`config.mk`:
```
export PLATFORM = sky130hd
export DESIGN_NAME = ddc_config
export DESIGN_NICKNAME = d
export VERILOG_FILES = /design/src/design/ddc_config.v
export VERILOG_INCLUDE_DIRS = /design/src /design/src/pkg
export SDC_FILE = /design/constraint.sdc
export NUM_CORES = 1
export LEC_CHECK = 0
export ABC_AREA = 0
export BUFFER_PORTS_ARGS = -buffer_cell sky130_fd_sc_hd__buf_2
export CORE_MARGIN = 4
export CORE_UTILIZATION = 51
export CTS_CLUSTER_DIAMETER = 100
export CTS_CLUSTER_SIZE = 20
export DETAILED_ROUTE_END_ITERATION = 8
export PLACE_DENSITY_LB_ADDON = 0.12
export SETUP_SLACK_MARGIN = 0.2
export SLEW_MARGIN = 25
export SYNTH_ARGS = -nofsm -noshare
export SYNTH_HDL_FRONTEND = slang
export SYNTH_SLANG_ARGS = --single-unit
```
`constraint.sdc`:
```
create_clock -name i_ref_clk -period 1.9 [get_ports i_ref_clk]
set_input_delay 0 -clock i_ref_clk [delete_from_list [all_inputs] [get_ports i_ref_clk]]
set_output_delay 0 -clock i_ref_clk [all_outputs]
set_load 0.02 [all_outputs]
```
`src/pkg/ddc_config_defines.vh`:
```
// Constants for the downconverter unit one configuration bank
// Notes on behaviour
// - Complex-to-real 0 gives I and Q; 1 gives real I only via fs mixing.
// - Basic code 000: halfband one and two, ratio 2 real or 4 complex.
// - Basic code 001: halfband one to three, ratio 4 real or 8 complex.
// - Basic code 010: halfband one to four, ratio 8 real or 16 complex.
// - Basic code 011: halfband one only, ratio 1 real or 2 complex.
// - Basic code 100: halfband one plus thirdband second, ratio 3 or 6.
// - Basic code 101: halfband one, two, thirdband second, ratio 6 or 12.
// - Basic code 110: halfband one to three, thirdband second, 12 or 24.
// - Basic code 111 hands selection to extended nibble of input select.
// - Extended 0: thirdband second plus halfband four..one, 48 or 24.
// - Extended 2: fifthband second plus halfband one, 10 or 5.
// - Extended 3: fifthband second plus halfband two and one, 20 or 10.
// - Extended 4: fifthband second plus halfband three..one, 40 or 20.
// - Extended 7: thirdband first only, ratio 3; real output unsupported.
// - Extended 8: fifthband second plus thirdband first, 15; no real.
// - Extended 9: halfband two, fifthband second, thirdband first, 30.
// - NCO mode 0 takes channel from register-based select field.
// - NCO modes 1 to 6 build channel from side pin levels.
// - NCO modes 8 to 11 count rising edges of one side pin.
// - Edge counter counts up to the NCO control low nibble, then wraps to 0 on the next edge.
`ifndef DDC_CONFIG_DEFINES_VH
`define DDC_CONFIG_DEFINES_VH

// Register indices; byte address is four times the index
`define IDX_NCO_MAP_SELECT   12'h314
`define IDX_CONTROL          12'h330
`define IDX_INPUT_SELECT     12'h331
`define IDX_NCO_CONTROL      12'h334

`define RST_NCO_MAP_SELECT   8'h00
`define RST_CONTROL          8'h00
`define RST_INPUT_SELECT     8'h05
`define RST_NCO_CONTROL      8'h00

// Writable bit masks; clear bits are reserved
`define MASK_NCO_MAP_SELECT  8'h0F
`define MASK_CONTROL         8'hFF
`define MASK_INPUT_SELECT    8'hF5
`define MASK_NCO_CONTROL     8'hFF

// Control register fields
`define BIT_MIXER            7
`define BIT_GAIN             6
`define BIT_C2R              3

// Input select fields
`define BIT_Q_SEL            2
`define BIT_I_SEL            0

// Field positions
`define FLD_ADDR_INDEX       13:2
`define FLD_DEC              2:0
`define FLD_IF_MODE          5:4
`define FLD_EXT              7:4
`define FLD_MODE             7:4
`define FLD_EDGE_PIN         5:4
`define FLD_WRAP             3:0
`define FLD_MAP              3:0

// H, T, F: halfband, thirdband and fifthband stages
// Basic decimation codes
`define DEC_H12              3'h0
`define DEC_H123             3'h1
`define DEC_H1234            3'h2
`define DEC_H1               3'h3
`define DEC_H1_T2            3'h4
`define DEC_H12_T2           3'h5
`define DEC_H123_T2          3'h6
`define DEC_EXTENDED         3'h7

// Extended decimation codes
`define EXT_T2_H4321         4'h0
`define EXT_F2_H1            4'h2
`define EXT_F2_H21           4'h3
`define EXT_F2_H321          4'h4
`define EXT_T1               4'h7
`define EXT_F2_T1            4'h8
`define EXT_H2_F2_T1         4'h9

// Complex-output ratios; real output halves them, except 3, 15 and 30
`define RATIO_W              6
`define RATIO_2              6'h02
`define RATIO_3              6'h03
`define RATIO_4              6'h04
`define RATIO_8              6'h08
`define RATIO_10             6'h0A
`define RATIO_6              6'h06
`define RATIO_12             6'h0C
`define RATIO_15             6'h0F
`define RATIO_16             6'h10
`define RATIO_20             6'h14
`define RATIO_24             6'h18
`define RATIO_30             6'h1E
`define RATIO_40             6'h28
`define RATIO_48             6'h30

// Stage enable vector bit order
`define STG_H1               0
`define STG_H2               1
`define STG_H3               2
`define STG_H4               3
`define STG_T1               4
`define STG_T2               5
`define STG_F2               6

// NCO channel select modes
`define NCO_REG              4'h0
`define NCO_B0A0             4'h1
`define NCO_B1A1             4'h2
`define NCO_A1A0             4'h3
`define NCO_B1B0             4'h4
`define NCO_B1A1B0A0         4'h5
`define NCO_B1B0A1A0         4'h6
`define NCO_EDGE_A0          4'h8
`define NCO_EDGE_A1          4'h9
`define NCO_EDGE_B0          4'hA
`define NCO_EDGE_B1          4'hB

`endif

```
`src/design/ddc_config.v`:
```
// Configuration bank for downconverter unit one with Avalon-MM access
//
// Decided for this implementation: the Avalon-MM register port.
`timescale 1ns/1ns
`default_nettype none
`include "ddc_config_defines.vh"

module ddc_config (
    input  wire        i_ref_clk,
    input  wire        i_arst_n,
    input  wire [13:0] i_avs_address,
    input  wire        i_avs_read,
    input  wire        i_avs_write,
    input  wire [31:0] i_avs_writedata,
    input  wire [3:0]  i_avs_byteenable,
    input  wire        i_side_a_pin_zero,
    input  wire        i_side_a_pin_one,
    input  wire        i_side_b_pin_zero,
    input  wire        i_side_b_pin_one,
    output reg  [31:0] o_avs_readdata,
    output reg         o_avs_waitrequest,
    output reg         o_real_only,
    output reg         o_complex_mixer,
    output reg         o_gain_6db,
    output reg  [1:0]  o_if_mode,
    output reg         o_halfband_stage_one_en,
    output reg         o_halfband_stage_two_en,
    output reg         o_halfband_stage_three_en,
    output reg         o_halfband_stage_four_en,
    output reg         o_thirdband_stage_first_en,
    output reg         o_thirdband_stage_second_en,
    output reg         o_fifthband_stage_second_en,
    output reg  [5:0]  o_decim_ratio,
    output reg         o_decim_valid,
    output reg         o_i_from_channel_b,
    output reg         o_q_from_channel_b,
    output reg  [3:0]  o_nco_channel
);

    reg  [7:0] nco_map_select;
    reg  [7:0] control;
    reg  [7:0] input_select;
    reg  [7:0] nco_control;
    reg  [3:0] edge_count;
    reg  [3:0] pins_prev;

    wire [3:0] pins;
    wire [3:0] pin_rise;
    wire [11:0] index;
    wire       take;
    wire       wr_take;

    reg  [7:0] next_rdata;
    reg  [6:0] next_stages;
    reg  [5:0] next_base;
    reg        next_defined;
    reg        next_no_half;
    reg  [3:0] next_channel;
    reg        next_count_en;
    reg        sel_rise;

    // Pin vector order: A0, A1, B0, B1
    assign pins = {i_side_b_pin_one, i_side_b_pin_zero,
                   i_side_a_pin_one, i_side_a_pin_zero};
    assign pin_rise = pins & ~pins_prev;
    assign index = i_avs_address[`FLD_ADDR_INDEX];

    // One wait cycle per access, then accept at the edge wait is low
    assign take = (i_avs_read | i_avs_write) & ~o_avs_waitrequest;
    assign wr_take = take & i_avs_write & i_avs_byteenable[0];

    // Read mux; unmapped addresses read zero
    always @* begin
        case (index)
            `IDX_NCO_MAP_SELECT:
                next_rdata = nco_map_select & `MASK_NCO_MAP_SELECT;
            `IDX_CONTROL:
                next_rdata = control;
            `IDX_INPUT_SELECT:
                next_rdata = input_select & `MASK_INPUT_SELECT;
            `IDX_NCO_CONTROL:
                next_rdata = nco_control;
            default:
                next_rdata = 8'h00;
        endcase
    end

    always @(posedge i_ref_clk or negedge i_arst_n) begin
        if (!i_arst_n) begin
            o_avs_waitrequest <= 1'b1;
            o_avs_readdata    <= 32'h0000_0000;
        end else begin
            if ((i_avs_read | i_avs_write) & o_avs_waitrequest) begin
                o_avs_waitrequest <= 1'b0;
                o_avs_readdata    <= {24'h00_0000, next_rdata};
            end else begin
                o_avs_waitrequest <= 1'b1;
            end
        end
    end

    // Register writes; reserved bits are masked on entry
    always @(posedge i_ref_clk or negedge i_arst_n) begin
        if (!i_arst_n) begin
            nco_map_select <= `RST_NCO_MAP_SELECT;
            control        <= `RST_CONTROL;
            input_select   <= `RST_INPUT_SELECT;
            nco_control    <= `RST_NCO_CONTROL;
        end else if (wr_take) begin
            case (index)
                `IDX_NCO_MAP_SELECT:
                    nco_map_select <= i_avs_writedata[7:0]
                                      & `MASK_NCO_MAP_SELECT;
                `IDX_CONTROL:
                    control <= i_avs_writedata[7:0] & `MASK_CONTROL;
                `IDX_INPUT_SELECT:
                    input_select <= i_avs_writedata[7:0]
                                    & `MASK_INPUT_SELECT;
                `IDX_NCO_CONTROL:
                    nco_control <= i_avs_writedata[7:0] & `MASK_NCO_CONTROL;
                default: begin
                end
            endcase
        end
    end

    // Filter chain and ratio decode
    always @* begin
        next_stages  = 7'h00;
        next_base    = `RATIO_2;
        next_defined = 1'b1;
        next_no_half = 1'b0;
        case (control[`FLD_DEC])
            `DEC_H12: begin
                next_stages[`STG_H1] = 1'b1;
                next_stages[`STG_H2] = 1'b1;
                next_base = `RATIO_4;
            end
            `DEC_H123: begin
                next_stages[`STG_H3:`STG_H1] = 3'h7;
                next_base = `RATIO_8;
            end
            `DEC_H1234: begin
                next_stages[`STG_H4:`STG_H1] = 4'hF;
                next_base = `RATIO_16;
            end
            `DEC_H1: begin
                next_stages[`STG_H1] = 1'b1;
                next_base = `RATIO_2;
            end
            `DEC_H1_T2: begin
                next_stages[`STG_H1] = 1'b1;
                next_stages[`STG_T2] = 1'b1;
                next_base = `RATIO_6;
            end
            `DEC_H12_T2: begin
                next_stages[`STG_H2:`STG_H1] = 2'h3;
                next_stages[`STG_T2] = 1'b1;
                next_base = `RATIO_12;
            end
            `DEC_H123_T2: begin
                next_stages[`STG_H3:`STG_H1] = 3'h7;
                next_stages[`STG_T2] = 1'b1;
                next_base = `RATIO_24;
            end
            default: begin
                // Extended nibble applies only under basic code 111
                case (input_select[`FLD_EXT])
                    `EXT_T2_H4321: begin
                        next_stages[`STG_H4:`STG_H1] = 4'hF;
                        next_stages[`STG_T2] = 1'b1;
                        next_base = `RATIO_48;
                    end
                    `EXT_F2_H1: begin
                        next_stages[`STG_F2] = 1'b1;
                        next_stages[`STG_H1] = 1'b1;
                        next_base = `RATIO_10;
                    end
                    `EXT_F2_H21: begin
                        next_stages[`STG_F2] = 1'b1;
                        next_stages[`STG_H2:`STG_H1] = 2'h3;
                        next_base = `RATIO_20;
                    end
                    `EXT_F2_H321: begin
                        next_stages[`STG_F2] = 1'b1;
                        next_stages[`STG_H3:`STG_H1] = 3'h7;
                        next_base = `RATIO_40;
                    end
                    `EXT_T1: begin
                        next_stages[`STG_T1] = 1'b1;
                        next_base = `RATIO_3;
                        next_no_half = 1'b1;
                    end
                    `EXT_F2_T1: begin
                        next_stages[`STG_F2] = 1'b1;
                        next_stages[`STG_T1] = 1'b1;
                        next_base = `RATIO_15;
                        next_no_half = 1'b1;
                    end
                    `EXT_H2_F2_T1: begin
                        next_stages[`STG_H2] = 1'b1;
                        next_stages[`STG_F2] = 1'b1;
                        next_stages[`STG_T1] = 1'b1;
                        next_base = `RATIO_30;
                        next_no_half = 1'b1;
                    end
                    default: begin
                        // Undefined codes leave every stage off
                        next_defined = 1'b0;
                        next_base = 6'h00;
                    end
                endcase
            end
        endcase
    end

    // NCO channel source selection
    always @* begin
        next_count_en = 1'b0;
        sel_rise = 1'b0;
        case (nco_control[`FLD_MODE])
            `NCO_REG:
                next_channel = nco_map_select[`FLD_MAP];
            `NCO_B0A0:
                next_channel = {2'b00, pins[2], pins[0]};
            `NCO_B1A1:
                next_channel = {2'b00, pins[3], pins[1]};
            `NCO_A1A0:
                next_channel = {2'b00, pins[1], pins[0]};
            `NCO_B1B0:
                next_channel = {2'b00, pins[3], pins[2]};
            `NCO_B1A1B0A0:
                next_channel = {pins[3], pins[1], pins[2], pins[0]};
            `NCO_B1B0A1A0:
                next_channel = {pins[3], pins[2], pins[1], pins[0]};
            `NCO_EDGE_A0, `NCO_EDGE_A1, `NCO_EDGE_B0, `NCO_EDGE_B1: begin
                next_count_en = 1'b1;
                sel_rise = pin_rise[nco_control[`FLD_EDGE_PIN]];
                next_channel = edge_count;
            end
            default:
                next_channel = 4'h0;
        endcase
    end

    // Edge counter; wraps past the limit so a lowered limit recovers
    always @(posedge i_ref_clk or negedge i_arst_n) begin
        if (!i_arst_n) begin
            pins_prev  <= 4'h0;
            edge_count <= 4'h0;
        end else begin
            pins_prev <= pins;
            if (next_count_en && sel_rise) begin
                if (edge_count >= nco_control[`FLD_WRAP])
                    edge_count <= 4'h0;
                else
                    edge_count <= edge_count + 4'h1;
            end
        end
    end

    // Registered outputs
    always @(posedge i_ref_clk or negedge i_arst_n) begin
        if (!i_arst_n) begin
            o_real_only                 <= 1'b0;
            o_complex_mixer             <= 1'b0;
            o_gain_6db                  <= 1'b0;
            o_if_mode                   <= 2'b00;
            o_halfband_stage_one_en     <= 1'b0;
            o_halfband_stage_two_en     <= 1'b0;
            o_halfband_stage_three_en   <= 1'b0;
            o_halfband_stage_four_en    <= 1'b0;
            o_thirdband_stage_first_en  <= 1'b0;
            o_thirdband_stage_second_en <= 1'b0;
            o_fifthband_stage_second_en <= 1'b0;
            o_decim_ratio               <= 6'h00;
            o_decim_valid               <= 1'b0;
            o_i_from_channel_b          <= 1'b1;
            o_q_from_channel_b          <= 1'b1;
            o_nco_channel               <= 4'h0;
        end else begin
            o_real_only     <= control[`BIT_C2R];
            o_complex_mixer <= control[`BIT_MIXER];
            o_gain_6db      <= control[`BIT_GAIN];
            o_if_mode       <= control[`FLD_IF_MODE];
            o_halfband_stage_one_en     <= next_stages[`STG_H1];
            o_halfband_stage_two_en     <= next_stages[`STG_H2];
            o_halfband_stage_three_en   <= next_stages[`STG_H3];
            o_halfband_stage_four_en    <= next_stages[`STG_H4];
            o_thirdband_stage_first_en  <= next_stages[`STG_T1];
            o_thirdband_stage_second_en <= next_stages[`STG_T2];
            o_fifthband_stage_second_en <= next_stages[`STG_F2];
            // Real output halves the ratio where the chain allows it
            if (control[`BIT_C2R] && !next_no_half)
                o_decim_ratio <= next_base >> 1;
            else
                o_decim_ratio <= next_base;
            // Halved ratios of 1.5, 7.5 and 15 do not exist
            o_decim_valid <= next_defined
                             & ~(control[`BIT_C2R] & next_no_half);
            o_i_from_channel_b <= input_select[`BIT_I_SEL];
            o_q_from_channel_b <= input_select[`BIT_Q_SEL];
            o_nco_channel <= next_channel;
        end
    end

endmodule
`default_nettype wire

```
After elaboration in Yosys (flattened, before gate mapping)
Cells that the tools add are included.
- bits in registers: 68
- input port bits: 58
- logic and storage cells: 115
- output and inout bits: 58
- $lt $le $gt $ge: 2
- reductions and logical operators: 25
- multiplexer cells: 26
- equal/unequal tests: 26
- bitwise gates (word level): 11
- add/sub/neg operators: 1
- operators with widths (cell ; count):
    $pmux 6 s7 ; 2
    $eq 12x10->1 const B ; 4
    $pmux 4 s8 ; 1
    $pmux 8 s4 ; 1
    $eq 4x4->1 const B ; 6
    $eq 4x3->1 const B ; 5
    $reduce_or 4->1 ; 5
    $eq 4x2->1 const B ; 4
    $mux 1 ; 15
    $reduce_or 7->1 ; 2
    $reduce_or 5->1 ; 2
    $eq 3x3->1 const B ; 3
    $reduce_or 3->1 ; 3
    $logic_not 4->1 ; 2
    $pmux 1 s2 ; 4
    $reduce_and 2->1 ; 4
    $and 1x1->1 ; 6
    $eq 3x2->1 const B ; 2
    $mux 6 ; 1
    $reduce_or 6->1 ; 1
    $add 4x1->4 const B ; 1
    $and 4x4->4 ; 1
    $eq 4x1->1 const B ; 1
    $ge 4x4->1 ; 1
    other kinds (11) ; 14

Depth between registers and ports, before layout
- depth after elaboration: 7
- gate-level depth with buffers: 7
- gate-level depth less buffers: 7

Least setup slack after synthesis
Ideal clock, no wire load.
- path kind: flip-flop to flip-flop
- start point: register nco_control[4]
- end point: register edge_count[3]
- data arrival time: 1699 ps
- cell stages (with the launch flop): 5
- slack: 115 ps
- cell sequence: dfrtp_1 -> o32a_1 -> a221o_1 -> or4_1 -> o211ai_1
- word-level cells in the longest chain between the ends: 4
- elaborated cells on any way between the ends: 10
- those cells by class: eq/ne: 4; mux: 4; reduce/logical: 2
- RTL lines (item ; line ; RTL):
    start: declaration ; ddc_config.v:43 ; reg [7:0] nco_control;
    start signal: assignment ; ddc_config.v:108 ; nco_control <= `RST_NCO_CONTROL;
    start signal: assignment ; ddc_config.v:120 ; nco_control <= i_avs_writedata[7:0] & `MASK_NCO_CONTROL;
    $eq 4x4->1 / $bmux 1 s2 (equally long branches) ; ddc_config.v:221, ddc_config.v:238 ;
    $reduce_or 4->1 / $mux 1 (equally long branches) ; ddc_config.v:221, ddc_config.v:238 ;
    $mux 1 ; ddc_config.v:221 ; case (nco_control[`FLD_MODE])
    $logic_and 1x1->1 * ; ddc_config.v:253 ; if (next_count_en && sel_rise) begin
    end signal: assignment ; ddc_config.v:257 ; edge_count <= edge_count + 4'h1;
    end: declaration ; ddc_config.v:44 ; reg [3:0] edge_count;
Mark *: on every way between the ends. The rest lies on a longest branch, timed or not. The select of a mux whose other input is x is not followed.
A chain may end at the register's enable or synchronous reset.

Final worst setup path
- start point: register nco_control[4]
- end point: register edge_count[0]
The elaborated chain is that of the path after synthesis.

==> flow_summary.yaml <==
yosys:
  synth_edf_count: 0
  ys_ff_latch: 68
  yosys.area.top_type_share: 0.457
  async_flop_share: 1.00
  syn_inst: 317
  netlist_top_cells_area: "dfrtp_1, mux2_2, buf_4"
  synthFlopType: "dfrtp_1"
  yosys_warnings: 0
  synth_seq_area_share: 0.495
  yosysTopAreaCell: "dfrtp_1"
  avgSynthCellArea_sq_um: 10.9
  netlist_area_sq_um: 3450
  synthDistinctLibCells: 52
timing:
  tightest_slew_ps: 520
  relSlewSlack: 0.651
  fmax_mhz: 596
  fin_tns_setup_ps: 0
  slew_viol_final: 0
  layout_min_cycle_time_ps: 1680
  hold_violations: 0
  rsz0062_at_grt: "yes"
  fin_crit_sh: 0.883
  finalSetupViolations: 0
  finClkSkew_ps: 8.31
critical_path:
  cp_slowest_cell: "dfrtp_1"
  r2r_setup_slack_ps: 220
  path_class: "reg2reg"
  cp_cell_sequence: "buf_12 > buf_4 > o31ai_4 > a221o_1 > buf_6 > nor2_1 > mux2_4"
  rr_startpoint: "nco_control[4]$_DFFE_PN0P_"
  cp_max_fo: 6
  critPathLaunchType: "flop"
  worstSetupEndpointType: "flop"
  required_ps: 2120
  arrival_ps: 1900
  cpPeakStageDelay_ps: 420
  worstSetupStartpoint: "nco_control[4]$_DFFE_PN0P_"
clock_tree:
  root_buffer: "clkbuf_8"
  tritoncts: "done"
  clkTransAtPathRegs_ps: 70
  cts_sinks: 68
  clkLatencyLatePin_ps: 330
  cts_made_buffers: 9
  ctsHtreeMaxLevel: 3
  cts_buffer_depth: 2
drt:
  firstDrtPassIters: 4
  wl_per_cell_microns: 15.1
  vias: 2580
  vias_per_cell: 5.24
  ant_nets: 0
  drc: 0
  drt-total-wl_mm: 7.44
  first_iter_violations: 143
placement:
  place.gp.congestion: 0.877
  io_buffers: 62
  hpwlAfterDp_mm: 5.32
power:
  p_sw_frac: 0.243
  pwr-share-seq: 0.536
  clkPwrFrac: 0.389
  ir_drop_mv: 0.437
  internal-power_mw: 2.07
  p_leak_nw: 2.12
  power_density_nw_per_um2: 639
  p_comb_frac: 0.075
  p_sw_uw: 664
cells_and_area:
  diodes: 0
  areaGrowthSynthToFinish_pct: 23.7
  regArea_sq_um: 1710
  multiInputGateArea_sq_um: 1580
  fill_cells: 534
  finish.utilization: 0.661
  drive_gt1_frac: 0.371
  nNetsFinal: 473
die:
  die_w_microns: 90.3
  ios: 116
  core_area_sq_um: 6460
  die_area_sq_um: 8150
  die_h_microns: 90.3
  rows: 29
  start_util: 0.534
grt:
  grt_pass1_vias: 2429
  track_usage: 0.190
  grt_max_degree: 69
  grt_pass1_wl_mm: 12.4
  grt_antenna_before_repair: 0
  overflow: 0
worst_hold_path:
  holdCritStartpoint: "i_avs_address[2]"
  hp-class: "in2reg"
status:
  status: "completed"
flow_run:
  maxCapViolCount: 0
## stage by stage
step | area [sq um] | cells | worst slack [ps] | power [mW] | hold WS (ps)
floorplan | 3550 | 340 | 145 | 1.62 | -296
global placement | 3870 | 457 | 123 | 1.67 | 47.2
global route | 4270 | 492 | 144 | 2.86 | 62.3
finish | 4270 | 492 | 223 | 2.73 | 45.2
detailed placement | 3870 | 457 | 98.0 | 1.67 | 49.1
CTS | 4200 | 488 | 206 | 2.76 | 21.0
## flip-flops by register name, summed over array words and instances (netlist names), 2 cells and up
register and cells:
control 8, nco_control 8, o_avs_readdata 8, input_select 6, o_decim_ratio 6, edge_count 4
nco_map_select 4, o_nco_channel 4, pins_prev 4, o_if_mode 2
## power groups by stage
stage	clock network [mW]	logic, mW	registers (mW)
after floorplan	0	0.123	1.49
after global placement	0	0.179	1.49
after detailed placement	0	0.181	1.49
after CTS	1.09	0.202	1.46
after global routing	1.18	0.225	1.46
final	1.06	0.205	1.46
## worst paths after layout
check,to,cells past startpoint
setup / recovery,edge_count[0]$_DFFE_PN0P_,7
hold / removal,o_avs_readdata[1]$_DFFE_PN0P_,2
setup reg to reg,edge_count[0]$_DFFE_PN0P_,7
hold reg to reg,o_q_from_channel_b$_DFF_PN1_,0
max in group asynchronous,input_select[2]$_DFFE_PN1P_,3
min in group asynchronous,o_decim_ratio[2]$_DFF_PN0_,3
## placed cells by master, fill, tap and decap left out, types with 3 or more instances in the layout
cell type and n:
a22o_1 5, dlygate4sd3_1 13, dfrtp_2 3, ha_1 5, o41ai_1 3, o21ai_0 16
inv_1 11, o21a_1 3, and2_1 3, nand3_1 4, mux2_2 30, dfstp_2 5
a22oi_1 4, nor2b_1 12, nand2b_1 6, nand2_1 24, clkbuf_8 11, buf_4 22
dfrtp_1 60, a31oi_1 5, conb_1 24, mux2i_1 8, a21oi_1 12, nor2_1 16
buf_2 62
## final cells by class
type                            count  area share
Sequential cell                    68       0.401
Multi-Input combinational cell    220       0.371
Timing Repair Buffer              100       0.154
Clock buffer                       12      0.0363
Tap cell                           77      0.0226
Inverter                           11     0.00967
Clock inverter                      4     0.00586
## per-layer routing
| layer | wire [microns] | global-route usage |
|---|---|---|
| met3 | 357 | 0.0342 |
| met4 | 103 | 0.0804 |
| met5 | 0 | 0 |
| met1 | 3500 | 0.274 |
| met2 | 3480 | 0.282 |
## cells by family (layout without fill, tap and decap cells)
| kind of cell | after synthesis | in the layout | share of synthesized area |
|---|---|---|---|
| AND/OR/NAND/NOR | 85 | 85 | 0.140 |
| flip-flops | 68 | 68 | 0.495 |
| AO/OA/AOI/OAI | 62 | 62 | 0.116 |
| buffers and inverters | 52 | 127 | 0.0852 |
| multiplexers | 41 | 41 | 0.137 |
| adder cells (fa/ha/maj) | 5 | 5 | 0.0181 |
| XOR/XNOR | 3 | 3 | 0.00761 |
| other | 1 | 24 | 0.00109 |
## what timing repair did
item	CTS	global route
hold buffers	13	0
endpoints found under the hold margin	98	0
pin swaps	4	1
setup endpoints to repair	3	11
buffers inserted	2	4
gates resized for setup	2	11
## cells in the mapped netlist (4+ instances only)
library cell / instances
inv_1: 11
ha_1: 5
a21oi_1: 12
a22o_1: 5
nand2b_1: 6
nor2b_1: 12
dfstp_2: 5
buf_4: 24
o21ai_0: 17
mux2_2: 31
clkbuf_1: 15
a22oi_1: 4
nand3_1: 4
nand2_1: 24
nor2_1: 16
mux2i_1: 8
a31oi_1: 5
dfrtp_1: 63
## critical path: cells and delay by family (launching register included)
kind / cells / cell delay [ps]
flops: 1 / 420
compound gates: 2 / 410
buf+inv: 3 / 410
mux: 1 / 270
simple gates: 1 / 50
(Power assumes the default switching activity.)
